**src/hdl/bacr_pkg.sv**
```systemverilog
// Package: register map, field positions, reset values and timing for the config slice
package bacr_pkg;
  localparam logic [7:0] OFS_CH1_GAIN = 8'h10;
  localparam logic [7:0] OFS_CTRL = 8'h11;
  localparam logic [7:0] OFS_CH2_GAIN = 8'h12;
  localparam logic [7:0] OFS_SLEEP_STEP = 8'h13;
  localparam logic [7:0] OFS_CH3_GAIN = 8'h14;
  localparam logic [7:0] OFS_ACTIVE_STEP = 8'h15;
  localparam logic [7:0] OFS_PAUSE_WIN = 8'h16;
  localparam logic [7:0] RST_GAIN = 8'h28;
  localparam logic [7:0] RST_CTRL = 8'h18;
  localparam logic [7:0] RST_SLEEP_STEP = 8'h05;
  localparam logic [7:0] RST_ACTIVE_STEP = 8'h03;
  localparam logic [7:0] RST_PAUSE_WIN = 8'h00;
  localparam logic [7:0] MASK_GAIN = 8'h3F;
  localparam logic [7:0] MASK_CTRL = 8'h1F;
  localparam logic [7:0] MASK_STEP = 8'h07;
  localparam logic [7:0] MASK_PAUSE_WIN = 8'hFF;
  localparam int BIT_RESTART_EN = 4;
  localparam int BIT_ALG_EN = 3;
  localparam int BIT_IRQ_POL = 2;
  localparam int BIT_TO_DIS = 1;
  localparam int BIT_OVR_DIS = 0;
  localparam int CLK_HZ = 40000000;
  localparam int TIMEOUT_S = 50;
  localparam longint TIMEOUT_CYC = longint'(TIMEOUT_S) * longint'(CLK_HZ);
  localparam logic [7:0] IRQ_PULSE_CYC = 8'h04;
  typedef enum logic [1:0] {
    BACR_IRQ_IDLE = 2'b00,
    BACR_IRQ_HOLD = 2'b01
  } bacr_irq_e;
endpackage

```
**src/hdl/bacr_config_regs.sv**
```systemverilog
// Button algorithm configuration registers with press, raw-data and interrupt logic
`timescale 1ns/10ps
module bacr_config_regs
  import bacr_pkg::*;
#(
  parameter longint TIMEOUT_CYCLES = TIMEOUT_CYC
) (
  input wire logic mclk,
  input wire logic resetn,
  input wire logic clk_en,
  input wire logic reg_wr,
  input wire logic reg_rd,
  input wire logic [7:0] reg_addr,
  input wire logic [7:0] reg_wdata,
  output logic [7:0] reg_rdata,
  input wire logic low_power,
  input wire logic [3:0] chan_enable,
  input wire logic [3:0] chan_press,
  input wire logic [3:0] chan_overrange,
  input wire logic capture_done,
  input wire logic [15:0] capture_data,
  input wire logic error_event,
  input wire logic power_wake,
  output logic [3:0] press_out,
  output logic [3:0] timeout_out,
  output logic overrange_flag,
  output logic [15:0] unprocessed_result,
  output logic [3:0] baseline_clear,
  output logic algorithm_clear,
  output logic [2:0] baseline_step,
  output logic [5:0] channel1_gain_field,
  output logic [5:0] channel2_gain_field,
  output logic [5:0] channel3_gain_field,
  output logic [7:0] pause_win,
  output logic irq_pin
);
  logic [7:0] channel1_gain;
  logic [7:0] irq_and_algorithm_control;
  logic [7:0] channel2_gain;
  logic [7:0] sleep_baseline_step;
  logic [7:0] channel3_gain;
  logic [7:0] active_baseline_step;
  logic [7:0] tracking_pause_and_winner_select;
  logic [3:0] held_timeout;
  logic [3:0] press_prev;
  logic irq_event;
  logic irq_active;
  logic [7:0] irq_count;
  bacr_irq_e irq_state;

  wire logic restart_en = irq_and_algorithm_control[BIT_RESTART_EN];
  wire logic press_algorithm_enable = irq_and_algorithm_control[BIT_ALG_EN];
  wire logic irq_polarity_select = irq_and_algorithm_control[BIT_IRQ_POL];
  wire logic press_timeout_disable = irq_and_algorithm_control[BIT_TO_DIS];
  wire logic overrange_check_disable = irq_and_algorithm_control[BIT_OVR_DIS];

  function automatic logic hit(input logic [7:0] a, input logic [7:0] ofs);
    hit = reg_wr && (a == ofs);
  endfunction

  // ==========================================
  // Register writes, reserved bits masked off
  always_ff @(posedge mclk or negedge resetn) begin
    if (!resetn) begin
      channel1_gain <= RST_GAIN;
      irq_and_algorithm_control <= RST_CTRL;
      channel2_gain <= RST_GAIN;
      sleep_baseline_step <= RST_SLEEP_STEP;
      channel3_gain <= RST_GAIN;
      active_baseline_step <= RST_ACTIVE_STEP;
      tracking_pause_and_winner_select <= RST_PAUSE_WIN;
    end else if (clk_en) begin
      if (hit(reg_addr, OFS_CH1_GAIN)) channel1_gain <= reg_wdata & MASK_GAIN;
      if (hit(reg_addr, OFS_CTRL)) irq_and_algorithm_control <= reg_wdata & MASK_CTRL;
      if (hit(reg_addr, OFS_CH2_GAIN)) channel2_gain <= reg_wdata & MASK_GAIN;
      if (hit(reg_addr, OFS_SLEEP_STEP)) sleep_baseline_step <= reg_wdata & MASK_STEP;
      if (hit(reg_addr, OFS_CH3_GAIN)) channel3_gain <= reg_wdata & MASK_GAIN;
      if (hit(reg_addr, OFS_ACTIVE_STEP)) active_baseline_step <= reg_wdata & MASK_STEP;
      if (hit(reg_addr, OFS_PAUSE_WIN)) begin
        tracking_pause_and_winner_select <= reg_wdata & MASK_PAUSE_WIN;
      end
    end
  end

  // ==========================================
  // Read data, registered; unmapped reads zero
  always_ff @(posedge mclk or negedge resetn) begin
    if (!resetn) begin
      reg_rdata <= 8'h00;
    end else if (clk_en && reg_rd) begin
      case (reg_addr)
        OFS_CH1_GAIN: reg_rdata <= channel1_gain;
        OFS_CTRL: reg_rdata <= irq_and_algorithm_control;
        OFS_CH2_GAIN: reg_rdata <= channel2_gain;
        OFS_SLEEP_STEP: reg_rdata <= sleep_baseline_step;
        OFS_CH3_GAIN: reg_rdata <= channel3_gain;
        OFS_ACTIVE_STEP: reg_rdata <= active_baseline_step;
        OFS_PAUSE_WIN: reg_rdata <= tracking_pause_and_winner_select;
        default: reg_rdata <= 8'h00;
      endcase
    end
  end

  // ==========================================
  // Field outputs to the algorithm core
  always_ff @(posedge mclk or negedge resetn) begin
    if (!resetn) begin
      channel1_gain_field <= RST_GAIN[5:0];
      channel2_gain_field <= RST_GAIN[5:0];
      channel3_gain_field <= RST_GAIN[5:0];
      baseline_step <= RST_ACTIVE_STEP[2:0];
      pause_win <= RST_PAUSE_WIN;
    end else if (clk_en) begin
      channel1_gain_field <= channel1_gain[5:0];
      channel2_gain_field <= channel2_gain[5:0];
      channel3_gain_field <= channel3_gain[5:0];
      // Step follows the power mode live
      baseline_step <= low_power ? sleep_baseline_step[2:0]
                                 : active_baseline_step[2:0];
      pause_win <= tracking_pause_and_winner_select;
    end
  end

  // ==========================================
  // Wake restart: other state always, baselines only when enabled
  always_ff @(posedge mclk or negedge resetn) begin
    if (!resetn) begin
      algorithm_clear <= 1'b0;
      baseline_clear <= 4'h0;
    end else if (clk_en) begin
      algorithm_clear <= power_wake;
      baseline_clear <= (power_wake && restart_en) ? chan_enable : 4'h0;
    end
  end

  // ==========================================
  // Press timeout per channel
  genvar g;
  generate
    for (g = 0; g < 4; g++) begin : g_timer
      bacr_press_timer #(.TIMEOUT_CYCLES(TIMEOUT_CYCLES)) u_timer (
        .mclk(mclk),
        .resetn(resetn),
        .clk_en(clk_en),
        .pressed(chan_press[g] & chan_enable[g] & press_algorithm_enable),
        .timeout_disable(press_timeout_disable),
        .timed_out(held_timeout[g])
      );
    end
  endgenerate

  // ==========================================
  // Press outputs, over-range and raw data
  always_ff @(posedge mclk or negedge resetn) begin
    if (!resetn) begin
      press_out <= 4'h0;
      timeout_out <= 4'h0;
      press_prev <= 4'h0;
      overrange_flag <= 1'b0;
      unprocessed_result <= 16'h0;
    end else if (clk_en) begin
      timeout_out <= held_timeout;
      if (press_algorithm_enable) begin
        press_out <= chan_press & chan_enable & ~held_timeout;
        // Sticky; only a restart clears it, set wins
        if (!overrange_check_disable && |(chan_overrange & chan_enable)) begin
          overrange_flag <= 1'b1;
        end else if (power_wake) begin
          overrange_flag <= 1'b0;
        end
      end else begin
        press_out <= 4'h0;
        if (capture_done) unprocessed_result <= capture_data;
      end
      press_prev <= press_out;
    end
  end

  // ==========================================
  // Interrupt source and pin timing
  always_comb begin
    if (press_algorithm_enable) begin
      irq_event = |(press_out ^ press_prev) | error_event;
    end else begin
      irq_event = capture_done | error_event;
    end
  end

  always_ff @(posedge mclk or negedge resetn) begin
    if (!resetn) begin
      irq_state <= BACR_IRQ_IDLE;
      irq_count <= 8'h00;
      irq_active <= 1'b0;
    end else if (clk_en) begin
      case (irq_state)
        BACR_IRQ_IDLE: begin
          if (irq_event) begin
            irq_state <= BACR_IRQ_HOLD;
            irq_count <= IRQ_PULSE_CYC;
            irq_active <= 1'b1;
          end
        end
        BACR_IRQ_HOLD: begin
          // A new event restarts the hold so none is lost
          if (irq_event) begin
            irq_count <= IRQ_PULSE_CYC;
          end else if (irq_count == 8'h01) begin
            irq_state <= BACR_IRQ_IDLE;
            irq_active <= 1'b0;
          end else begin
            irq_count <= irq_count - 8'h01;
          end
        end
        default: begin
          irq_state <= BACR_IRQ_IDLE;
          irq_active <= 1'b0;
        end
      endcase
    end
  end

  always_ff @(posedge mclk or negedge resetn) begin
    if (!resetn) begin
      irq_pin <= 1'b1;
    end else if (clk_en) begin
      irq_pin <= irq_active ^ ~irq_polarity_select;
    end
  end
endmodule // bacr_config_regs

```
**src/hdl/bacr_press_timer.sv**
```systemverilog
// Per-channel press hold timer with 50 s timeout
`timescale 1ns/10ps
module bacr_press_timer
  import bacr_pkg::*;
#(
  parameter longint TIMEOUT_CYCLES = TIMEOUT_CYC
) (
  input wire logic mclk,
  input wire logic resetn,
  input wire logic clk_en,
  input wire logic pressed,
  input wire logic timeout_disable,
  output logic timed_out
);
  logic [31:0] count;

  // ==========================================
  // Hold counter
  always_ff @(posedge mclk or negedge resetn) begin
    if (!resetn) begin
      count <= 32'h0;
      timed_out <= 1'b0;
    end else if (clk_en) begin
      if (!pressed) begin
        count <= 32'h0;
        timed_out <= 1'b0;
      end else if (timeout_disable) begin
        count <= 32'h0;
        timed_out <= 1'b0;
      end else if (64'(count) + 64'h1 >= 64'(TIMEOUT_CYCLES)) begin
        timed_out <= 1'b1;
      end else begin
        count <= count + 32'h1;
      end
    end
  end
endmodule // bacr_press_timer

```
**config.mk**
```make
export PLATFORM = sky130hd
export DESIGN_NAME = bacr_config_regs
export DESIGN_NICKNAME = d
export VERILOG_FILES = /design/src/hdl/bacr_pkg.sv /design/src/hdl/bacr_config_regs.sv /design/src/hdl/bacr_press_timer.sv
export SDC_FILE = /design/constraint.sdc
export NUM_CORES = 1
export LEC_CHECK = 0
export ABC_CLOCK_PERIOD_IN_PS = 5400
export BUFFER_PORTS_ARGS = -buffer_cell sky130_fd_sc_hd__buf_4
export CORE_MARGIN = 1.5
export CORE_UTILIZATION = 55
export CTS_CLUSTER_SIZE = 20
export DETAILED_ROUTE_END_ITERATION = 12
export PLACE_DENSITY = 0.72
export SLEW_MARGIN = 20
export SYNTH_ARGS = -nofsm -noshare
export SYNTH_HDL_FRONTEND = slang
export SYNTH_HIERARCHICAL = 1
export SYNTH_SLANG_ARGS = --single-unit
```
**constraint.sdc**
```tcl
create_clock -name mclk -period 5.4 [get_ports mclk]
set_input_delay 1.08 -clock mclk [delete_from_list [all_inputs] [get_ports mclk]]
set_output_delay 1.08 -clock mclk [all_outputs]
set_load 0.02 [all_outputs]
```
==> metrics.csv, run 1 <==
stage,metric,value,unit
floorplan,die_width,175,µm
pwr,finalPower,0.00435,W
clock_tree,cts_root_buffer,clkbuf_16,
floorplan,coreArea,28900,µm²
grt,first_global_vias,13700,
sta,period_needed,3.95,ns
floorplan,dieHeight,175,µm
worst_setup_path,endpoint_kind,flop,
sta,hold_slack,0.484,ns
grt,grt.total_usage,0.275,
placement,io_buffers,120,
clock_tree,cts_setup_buffers,0,
synthesis,synth_top_area_cell,dfrtp_1,
synthesis,netlist_area,16200,µm²
route,wl_per_cell,19.0,µm
synthesis,synthCells,1819,
clock_tree,ctsHoldBuffers,0,
finish,drive_gt1_frac,0.201,
run,cap_viol_max_count,0,
floorplan,pin_count,121,
sta,slew_headroom,0.291,
worst_setup_path,start_kind,flop,
synthesis,synth_top_area_frac,0.354,
route,ant_nets,0,
clock_tree,clkSinkCount,250,
worst_setup_path,crit_required,5.83,ns
synthesis,synth_top_family_by_area,simple AND/OR/NAND/NOR gates,
placement,gp_congestion,0.888,
route,drc,0,
floorplan,num_rows,62,
route,routed-via-count,14800,
sta,hold_viol,0,
route,via_per_inst,6.61,
grt,grt_pass1_wl,70.9,mm
route,finalWirelength,42.6,mm
worst_setup_path,setup.worst_path.class,flop to flop,
sta,drv_slew,0,
sta,finalCritPeriodShare,0.732,
finish,fin_nets,1894,
sta,rsz0062_at_grt,no,
synthesis,async_flop_share,1.00,
synthesis,seq_area_frac_synth,0.388,
synthesis,ys_types,89,
finish,antennaDiodeCount,0,
finish,fin_util,0.626,
worst_hold_path,hold_class,flop to flop,
synthesis,synth_compound_area_frac,0.163,
finish,final_cell_mix,"229 x dfrtp_1, 220 x nand2_1, 162 x nand3_1, 139 x buf_4, 111 x nor2_1",
worst_setup_path,crit_arrival,4.38,ns
synthesis,synthAdderAreaFrac,0.00464,
clock_tree,cts.clk_slew.worst_paths,0.06,ns
pwr,power_density,241,nW/µm²
floorplan,floorplan.die_area,30500,µm²
clock_tree,clockBufferDepth,3,
placement,dp_slack,1.49,ns
floorplan,start_util,0.561,
pwr,p_leak,7.63,nW
synthesis,synthSimpleGateAreaFrac,0.291,
synthesis,synth_xor_area_frac,0.0171,
grt,grt_max_degree,108,
sta,fin_tns_setup,0,ns
grt,grt-ovfl-total,0,
placement,hpwl,27.6,mm
finish,final_common_cell,dfrtp_1,
synthesis,yosys_most_used_dff,dfrtp_1,
synthesis,yosys-top-cells-area,"dfrtp_1 35%, mux2_2 6.3%, nand2_1 5.1%",
sta,timing.final.ws_setup,1.45,ns
clock_tree,cts_resized,0,
worst_setup_path,path_max_fanout,27,
synthesis,synth_edf_count,0,
synthesis,synth.mux.area_fraction,0.0808,
finish,area.growth.synth_to_final,11.6,%
route,drt_pre_antenna_iters,5,
status,outcome,"finished, final reports clean",
sta,fmaxAchievable,0.253,GHz
sta,finClkSkew,0.0234,ns
clock_tree,clock_latency,0.56,ns
synthesis,synth-seq-cells,250,
pwr,peakVddDrop,0.000239,V
synthesis,syn_nets,1878,
clock_tree,cts_buffers,29,
grt,antenna_found_initial,0,
clock_tree,cts-htree-levels,1,
clock_tree,cts_tree,yes,
synthesis,syn_avg_cell_area,8.90,µm²
synthesis,yosysWarnings,6,
sta,worst_slew_pin_slew,1.06,ns
sta,final-setup-viol-count,0,
route,drt_first_iter_violations,1359,
per-layer routing:
| metal | global-route usage | vias to the layer above | wire, µm | part of all wire |
|---|---|---|---|---|
| met1 | 0.396 | 7311 | 19100 | 0.45 |
| li1 | - | 6919 | - | - |
| met2 | 0.441 | 513 | 19900 | 0.47 |
| met4 | 0.0702 | 0 | 925 | 0.022 |
| met5 | 0 | - | 0 | 0 |
| met3 | 0.0348 | 73 | 2630 | 0.062 |
sequential cells by signal, indices dropped and copies added (netlist names), 8 cells and up:
register and count:
pause_win 8, reg_rdata 8, tracking_pause_and_winner_select 8, g_timer.u_timer/count 128, irq_count 8, unprocessed_result 16
Yosys cell counts, types with 14 or more instances:
| cell | instances |
|---|---|
| a32oi_1 | 15 |
| nand2_1 | 221 |
| or4_1 | 20 |
| inv_1 | 47 |
| nor2_1 | 111 |
| dfrtp_1 | 229 |
| nand3_1 | 162 |
| nor4_1 | 43 |
| and4_1 | 19 |
| nand4_1 | 85 |
| a31oi_1 | 28 |
| o21ai_0 | 32 |
| xnor2_1 | 18 |
| o311ai_1 | 20 |
| o211ai_1 | 36 |
| dfstp_2 | 21 |
| buf_2 | 34 |
| o21ai_1 | 19 |
| and3_1 | 34 |
| o41ai_1 | 17 |
| nor3_1 | 71 |
| mux2i_1 | 14 |
| o311ai_0 | 15 |
| mux2_2 | 91 |
| a31o_1 | 16 |
| a21oi_1 | 37 |
| clkbuf_1 | 104 |
| nor2b_1 | 15 |
per-stage QoR:
stage / instances / cell area (µm²)
global route: 2241 / 18100
CTS: 2241 / 18100
finish: 2241 / 18100
global placement: 2188 / 17000
floorplan: 1819 / 16200
detailed placement: 2188 / 17000
report_power, final:
part | switching, W | internal [W]
logic | 0.000189 | 0.000123
clock network | 0.000792 | 0.00129
registers | 0.0000303 | 0.00192
total | 0.00101 | 0.00334
kinds of logic after synthesis:
kind of cell / after synthesis
AND/OR/NAND/NOR: 866
AO/OA/AOI/OAI: 350
flip-flops: 250
buffers and inverters: 205
multiplexers: 113
XOR/XNOR: 29
adder cells (fa/ha/maj): 6
layout make-up:
type | instances | area, µm²
well taps | 384 | 480
fillers | 2461 | 10800
clock inverters | 10 | 158
clock buffers | 43 | 868
inverters | 50 | 188
flip-flops and latches | 250 | 6280
repair buffers | 140 | 1060
multi-input cells | 1364 | 9030
worst paths after layout:
check / start / endpoint / slack, ns / depth (start not counted)
min in group asynchronous: resetn / pause_win[0]$_DFFE_PN0P_ / 0.56 / 1
hold reg to reg: overrange_flag$_DFFE_PN0P_ / overrange_flag$_DFFE_PN0P_ / 0.48 / 2
setup reg to reg: g_timer[1].u_timer/count[1]$_DFFE_PN0P_ / g_timer[1].u_timer/count[29]$_DFFE_PN0P_ / 1.45 / 10
hold / removal: overrange_flag$_DFFE_PN0P_ / overrange_flag$_DFFE_PN0P_ / 0.48 / 2
setup / recovery: g_timer[1].u_timer/count[1]$_DFFE_PN0P_ / g_timer[1].u_timer/count[29]$_DFFE_PN0P_ / 1.45 / 10
max in group asynchronous: resetn / g_timer[2].u_timer/count[4]$_DFFE_PN0P_ / 3.66 / 2
worst max-delay path, cell delays in order, from the launching register on:
cell and delay, ns:
dfrtp_1 0.43, ha_1 0.24, and3_1 0.27, nand4_1 0.31
a211oi_1 0.36, xnor2_1 0.15, o21ai_0 0.10, a22oi_1 0.33
o21a_1 0.90, nand2_1 0.36, o41ai_1 0.37
Note: power is estimated with default switching activity, not from simulation.
==> run 2: changes to the inputs <==
- ABC_CLOCK_PERIOD_IN_PS: 5400 -> 3200
- PLACE_DENSITY: 0.72 -> 0.75
- clock period: 5.4 -> 3.2 ns (I/O delays scaled with it)
==> run 2 against run 1 <==
Compared with the run above:
- worst setup slack lost 1.3 ns
- via count grew 5.9%
- core utilization grew 4.9 points
- total power grew 73%
- largest cell class unchanged
- largest power group unchanged
- highest routed layer is now met5
==> metrics.csv, run 2 (synthesis results as in run 1) <==
stage,metric,value,unit,change
finish,final_cells,2384,,+6.4%
finish,drive_gt1_frac,0.282,,+0.0806
sta,timing.final.ws_setup,0.0985,ns,-1.35 ns
route,drt_pre_antenna_iters,6,,+1
finish,fin_nets,2037,,+7.6%
clock_tree,clock_latency,0.56,ns,about the same
route,ant_nets,0,,unchanged
clock_tree,cts.clk_slew.worst_paths,0.06,ns,about the same
grt,first_global_vias,14800,,+7.9%
placement,placedCellCount,2315,,+5.8%
pwr,netSwitchingFraction,0.232,,about the same
finish,fin_util,0.675,,+0.0491
route,routed-via-count,15700,,+5.9%
route,wl_per_cell,19.2,µm,+1.2%
clock_tree,cts_tree,yes,,
floorplan,pin_count,121,,unchanged
clock_tree,clkSinkCount,250,,unchanged
floorplan,floorplan.die_area,30500,µm²,unchanged
sta,period_needed,3.10,ns,-0.852 ns
grt,use_met1,0.402,,+0.00582
worst_setup_path,setup.worst_path.class,flop to flop,,
finish,final_common_cell,buf_4,,
grt,grt-ovfl-total,0,,unchanged
sta,hold_viol,0,,unchanged
floorplan,die_width,175,µm,unchanged
clock_tree,cts_buffers,29,,unchanged
pwr,power_density,386,nW/µm²,+60%
worst_setup_path,path_max_fanout,10,,-63%
finish,largest_register_ffs,128,,unchanged
worst_setup_path,crit_path_end,g_timer[0].u_timer/count[7]$_DFFE_PN0P_,,
clock_tree,cts-htree-levels,1,,unchanged
finish,reg.largest.list,"g_timer.u_timer/count: 128 flops, unprocessed_result: 16 flops",,
pwr,seqPwrFrac,0.439,,-0.010
worst_setup_path,worstRegToRegCells,11,,+1
finish,final_cell_mix,"273 x buf_4, 221 x nand2_1, 212 x dfrtp_1, 158 x nand3_1, 107 x nor2_1",,
worst_setup_path,r2r_end,g_timer[0].u_timer/count[7]$_DFFE_PN0P_,,
placement,io_buffers,120,,unchanged
worst_hold_path,hold_class,primary input to asynchronous set/reset pin,,
finish,fillers,2288,,-7.0%
grt,busiest_layer,met2,,
grt,use_met3,0.0374,,+0.00262
worst_setup_path,rrSetupSlack,0.1,ns,-1.35 ns
worst_setup_path,r2r_start,g_timer[0].u_timer/count[1]$_DFFE_PN0P_,,
pwr,peakVddDrop,0.000414,V,+73%
pwr,internal_power,0.00577,W,+73%
sta,fin_tns_setup,0,ns,unchanged
route,finalWirelength,45.8,mm,+7.6%
sta,hold_slack,0.0425,ns,-0.442 ns
sta,drv_slew,0,,unchanged
floorplan,start_util,0.561,,unchanged
placement,hpwl,30.8,mm,+12%
grt,use_met2,0.488,,+0.0468
status,outcome,"finished, final reports clean",,
floorplan,dieHeight,175,µm,unchanged
finish,regMostFlops,g_timer.u_timer/count,,
grt,grt_pass1_wl,75.2,mm,+6.2%
floorplan,coreArea,28900,µm²,unchanged
worst_setup_path,endpoint_kind,flop,,
worst_setup_path,crit_start,g_timer[0].u_timer/count[1]$_DFFE_PN0P_,,
finish,antennaDiodeCount,0,,unchanged
route,drc,0,,unchanged
placement,gp_congestion,0.961,,+8.3%
worst_setup_path,crit_required,3.64,ns,-2.19 ns
sta,slew_headroom,0.279,,-0.0125
pwr,p_leak,8.40,nW,+10%
sta,finClkSkew,0.0113,ns,-0.0121 ns
sta,fmaxAchievable,0.322,GHz,+27%
worst_setup_path,crit_arrival,3.54,ns,-0.84 ns
worst_setup_path,start_kind,flop,,
grt,grt.total_usage,0.294,,+0.0187
grt,grt_max_degree,73,,-32%
sta,final-setup-viol-count,0,,unchanged
clock_tree,ctsHoldBuffers,0,,unchanged
route,drt_first_iter_violations,1575,,+16%
sta,worst_slew_pin_slew,1.08,ns,+0.0137 ns
route,via_per_inst,6.58,,-0.48%
pwr,pwr-share-comb,0.072,,about the same
pwr,clkPwrFrac,0.489,,+0.009
pwr,p_sw,0.00175,W,+73%
finish,area.growth.synth_to_final,20.4,%,
floorplan,num_rows,62,,unchanged
run,cap_viol_max_count,0,,unchanged
grt,antenna_found_initial,2,,+2
clock_tree,cts_root_buffer,clkbuf_16,,
clock_tree,clockBufferDepth,3,,unchanged
placement,dp_slack,-0.103,ns,-1.60 ns
sta,finalCritPeriodShare,0.969,,+0.237
run 2: cell types whose count changed in the layout (fill, tap and decap cells not counted), sizes merged:
cell      before  now
buf          140  282
clkbuf        43   40
clkinv         3    6
clkinvlp       3    0
bufinv         4    6
inv           50   51
o2111a         1    2
run 2: final cells by class:
type	instances	area (µm²)	area share
tap	384	480	0.0247
clock inverter	13	234	0.0120
sequential	250	6300	0.324
clock buffer	40	837	0.0430
multi-input combinational	1365	9220	0.473
timing repair buffer	282	2220	0.114
inverter	50	188	0.00963
run 2: metrics by stage:
step                      area, µm²  power (W)
after global placement        18100    0.00387
after CTS                     19200    0.00759
after global routing          19500    0.00777
final                         19500    0.00752
after detailed placement      18100    0.00389
after floorplan               16200    0.00360
run 2: worst min path at each step:
stage          slack (ns)                startpoint                                   to
3_5_place_dp         0.48  reg_rdata[6]$_DFFE_PN0P_             reg_rdata[6]$_DFFE_PN0P_
5_1_grt              0.08                    resetn   channel1_gain_field[4]$_DFFE_PN0P_
2_1_floorplan        0.34                    resetn  active_baseline_step[2]$_DFFE_PN0P_
3_3_place_gp         0.47  reg_rdata[7]$_DFFE_PN0P_             reg_rdata[7]$_DFFE_PN0P_
4_1_cts              0.05                    resetn   channel1_gain_field[4]$_DFFE_PN0P_
6_report             0.04                    resetn   channel1_gain_field[4]$_DFFE_PN0P_
run 2: power groups by stage:
stage	clock network (W)	logic, W	registers, W
2_1_floorplan	0	0.000202	0.00340
3_3_place_gp	0	0.000528	0.00335
3_5_place_dp	0	0.000541	0.00335
4_1_cts	0.00375	0.000545	0.00330
5_1_grt	0.00387	0.000586	0.00331
6_report	0.00368	0.000541	0.00330
run 2: worst max-delay path: stages, from the launching register on:
cell     delay (ns)
dfrtp_1        0.45
buf_4          0.15
nand4_1        0.15
or4_4          0.55
nor2_2         0.21
a32o_1         0.20
a21oi_1        0.06
or4_4          0.46
o21a_4         0.27
buf_4          0.19
a32oi_1        0.21
nand2_1        0.08
run 2: what timing repair did:
item,CTS,global route
pin swaps,1,13
gates resized for setup,6,51
endpoints found under the setup margin,24,120
cloned,0,1
buffers inserted,0,15
run 2: metal layers:
metal / wire [µm] / part of all wire
met5: 26 / 0.00057
met4: 1410 / 0.031
met3: 3100 / 0.068
met2: 22000 / 0.48
met1: 19300 / 0.42
==> run 3: changes to the inputs <==
- PLACE_DENSITY: 0.75 -> unset
- PLACE_DENSITY_LB_ADDON: unset -> 0.3
==> run 3 against run 2 <==
Compared with the run above:
- worst setup slack gained 0.0056 ns
- cell count grew 0.42%
- clock skew grew 0.017 ns
- critical path depth grew 1
- clock power shrank 9.2%
- design area shrank 0.21%
==> metrics.csv, run 3 (synthesis results as in run 1) <==
stage,metric,value,unit,change
status,outcome,"finished, final reports clean",,
finish,fin_util,0.674,,-0.00143
finish,regMostFlops,g_timer.u_timer/count,,
sta,finalCritPeriodShare,0.967,,-0.00176
route,routed-via-count,15700,,+0.17%
grt,grt-ovfl-total,0,,unchanged
finish,fin_nets,2048,,+0.54%
sta,timing.final.ws_setup,0.104,ns,+0.00563 ns
finish,final_common_cell,buf_4,,
sta,fmaxAchievable,0.323,GHz,+0.18%
finish,antennaDiodeCount,0,,unchanged
sta,slew_headroom,0.444,,+0.166
finish,multiInputGateArea,9190,µm²,-0.35%
sta,hold_slack,0.0308,ns,-0.0117 ns
finish,final_cells,2394,,+0.42%
sta,finClkSkew,0.0285,ns,+0.0171 ns
finish,fillers,2266,,-0.96%
sta,worst_slew_pin_slew,0.831,ns,-0.246 ns
floorplan,coreArea,28900,µm²,unchanged
sta,fin_tns_setup,0,ns,unchanged
floorplan,pin_count,121,,unchanged
worst_setup_path,crit_start,g_timer[2].u_timer/count[0]$_DFFE_PN0P_,,
finish,reg.largest.list,"g_timer.u_timer/count: 128 flops, unprocessed_result: 16 flops",,
route,ant_nets,0,,unchanged
grt,grt_pass1_wl,76.0,mm,+1.0%
sta,period_needed,3.10,ns,-0.00563 ns
clock_tree,cts-htree-levels,1,,unchanged
floorplan,dieHeight,175,µm,unchanged
finish,largest_register_ffs,128,,unchanged
sta,hold_viol,0,,unchanged
placement,io_buffers,120,,unchanged
clock_tree,clockBufferDepth,3,,unchanged
grt,grt_max_degree,75,,+2.7%
grt,antenna_found_initial,0,,-2
floorplan,num_rows,62,,unchanged
run,cap_viol_max_count,0,,unchanged
worst_setup_path,path_max_fanout,5,,-5
clock_tree,cts_root_buffer,clkbuf_16,,
placement,dp_slack,-0.0265,ns,+0.0763 ns
placement,hpwl,31.5,mm,+2.1%
floorplan,start_util,0.561,,unchanged
placement,placedCellCount,2326,,+0.48%
clock_tree,cts_buffers,28,,-3.4%
finish,final_cell_mix,"284 x buf_4, 221 x nand2_1, 213 x dfrtp_1, 157 x nand3_1, 107 x nor2_1",,
floorplan,floorplan.die_area,30500,µm²,unchanged
route,via_per_inst,6.56,,-0.25%
clock_tree,cts.clk_slew.worst_paths,0.06,ns,about the same
pwr,power_density,369,nW/µm²,-4.3%
pwr,peakVddDrop,0.000362,V,-13%
worst_setup_path,setup.worst_path.class,flop to flop,,
worst_hold_path,hold_class,primary input to asynchronous set/reset pin,,
route,drc,0,,unchanged
worst_setup_path,r2r_start,g_timer[2].u_timer/count[0]$_DFFE_PN0P_,,
sta,final-setup-viol-count,0,,unchanged
route,drt_first_iter_violations,1588,,+0.83%
finish,area.growth.synth_to_final,20.1,%,
worst_setup_path,endpoint_kind,flop,,
route,finalWirelength,46.5,mm,+1.5%
floorplan,die_width,175,µm,unchanged
clock_tree,cts_tree,yes,,
placement,gp_congestion,0.917,,-4.5%
worst_setup_path,crit_arrival,3.56,ns,+0.02 ns
clock_tree,clkSinkCount,250,,unchanged
route,drt_pre_antenna_iters,6,,unchanged
grt,grt.total_usage,0.299,,+0.00478
finish,drive_gt1_frac,0.283,,+0.000587
sta,drv_slew,0,,unchanged
worst_setup_path,start_kind,flop,,
route,wl_per_cell,19.4,µm,+1.1%
pwr,p_leak,8.40,nW,about the same
clock_tree,clock_latency,0.58,ns,+0.02 ns
grt,first_global_vias,15000,,+1.2%
worst_setup_path,crit_required,3.66,ns,+0.02 ns
finish,register_area,6300,µm²,about the same
run 3: final timing paths:
kind,end,cells after the start,slack (ns)
hold / removal,channel1_gain_field[4]$_DFFE_PN0P_,1,0.03
setup reg to reg,g_timer[2].u_timer/count[17]$_DFFE_PN0P_,12,0.10
max in group asynchronous,g_timer[1].u_timer/count[9]$_DFFE_PN0P_,2,2.34
min in group mclk,unprocessed_result[7]$_DFFE_PN0P_,2,0.32
hold reg to reg,reg_rdata[7]$_DFFE_PN0P_,2,0.48
setup / recovery,g_timer[2].u_timer/count[17]$_DFFE_PN0P_,12,0.10
run 3: critical path, stage by stage, from the launching register on:
cell and delay [ns]:
dfrtp_2 0.42, ha_4 0.17, nand3_2 0.12, nor4_4 0.29, buf_4 0.18, nand4_4 0.13, xnor2_2 0.23, nand3_2 0.11
or4_4 0.58, o21a_4 0.26, buf_4 0.13, and4_4 0.16, a211o_1 0.21
run 3: per-layer routing:
layer  routed length [µm]  vias to the layer above  track usage
met5                    0                        -            0
met4                 1030                        0       0.0819
met3                 3510                       93       0.0407
met2                22300                      715        0.501
met1                19700                     7662        0.407
li1                     -                     7243            -
run 3: timing repair:
item	in CTS	in global routing
hold buffers	0	0
buffers inserted	0	16
endpoints found under the setup margin	5	112
gates cloned	0	1
pin swaps	0	14
gates resized for setup	2	49
run 3: layout make-up:
cell class,instances,share of cell area
clock buffers,38,0.0411
multi-input cells,1365,0.473
inverters,50,0.00966
well taps,384,0.0247
clock inverters,13,0.00837
repair buffers,294,0.119
flip-flops and latches,250,0.324
run 3: through the flow:
stage / total power [W] / area, µm²
6_report: 0.00718 / 19400
5_1_grt: 0.00742 / 19400
4_1_cts: 0.00724 / 19100
3_5_place_dp: 0.00390 / 18200
3_3_place_gp: 0.00388 / 18200
2_1_floorplan: 0.00360 / 16200
run 3: report_power, final:
part / internal, W / total [W] / switching (W)
registers: 0.00324 / 0.00330 / 0.0000550
clock network: 0.00199 / 0.00334 / 0.00135
logic: 0.000218 / 0.000540 / 0.000322
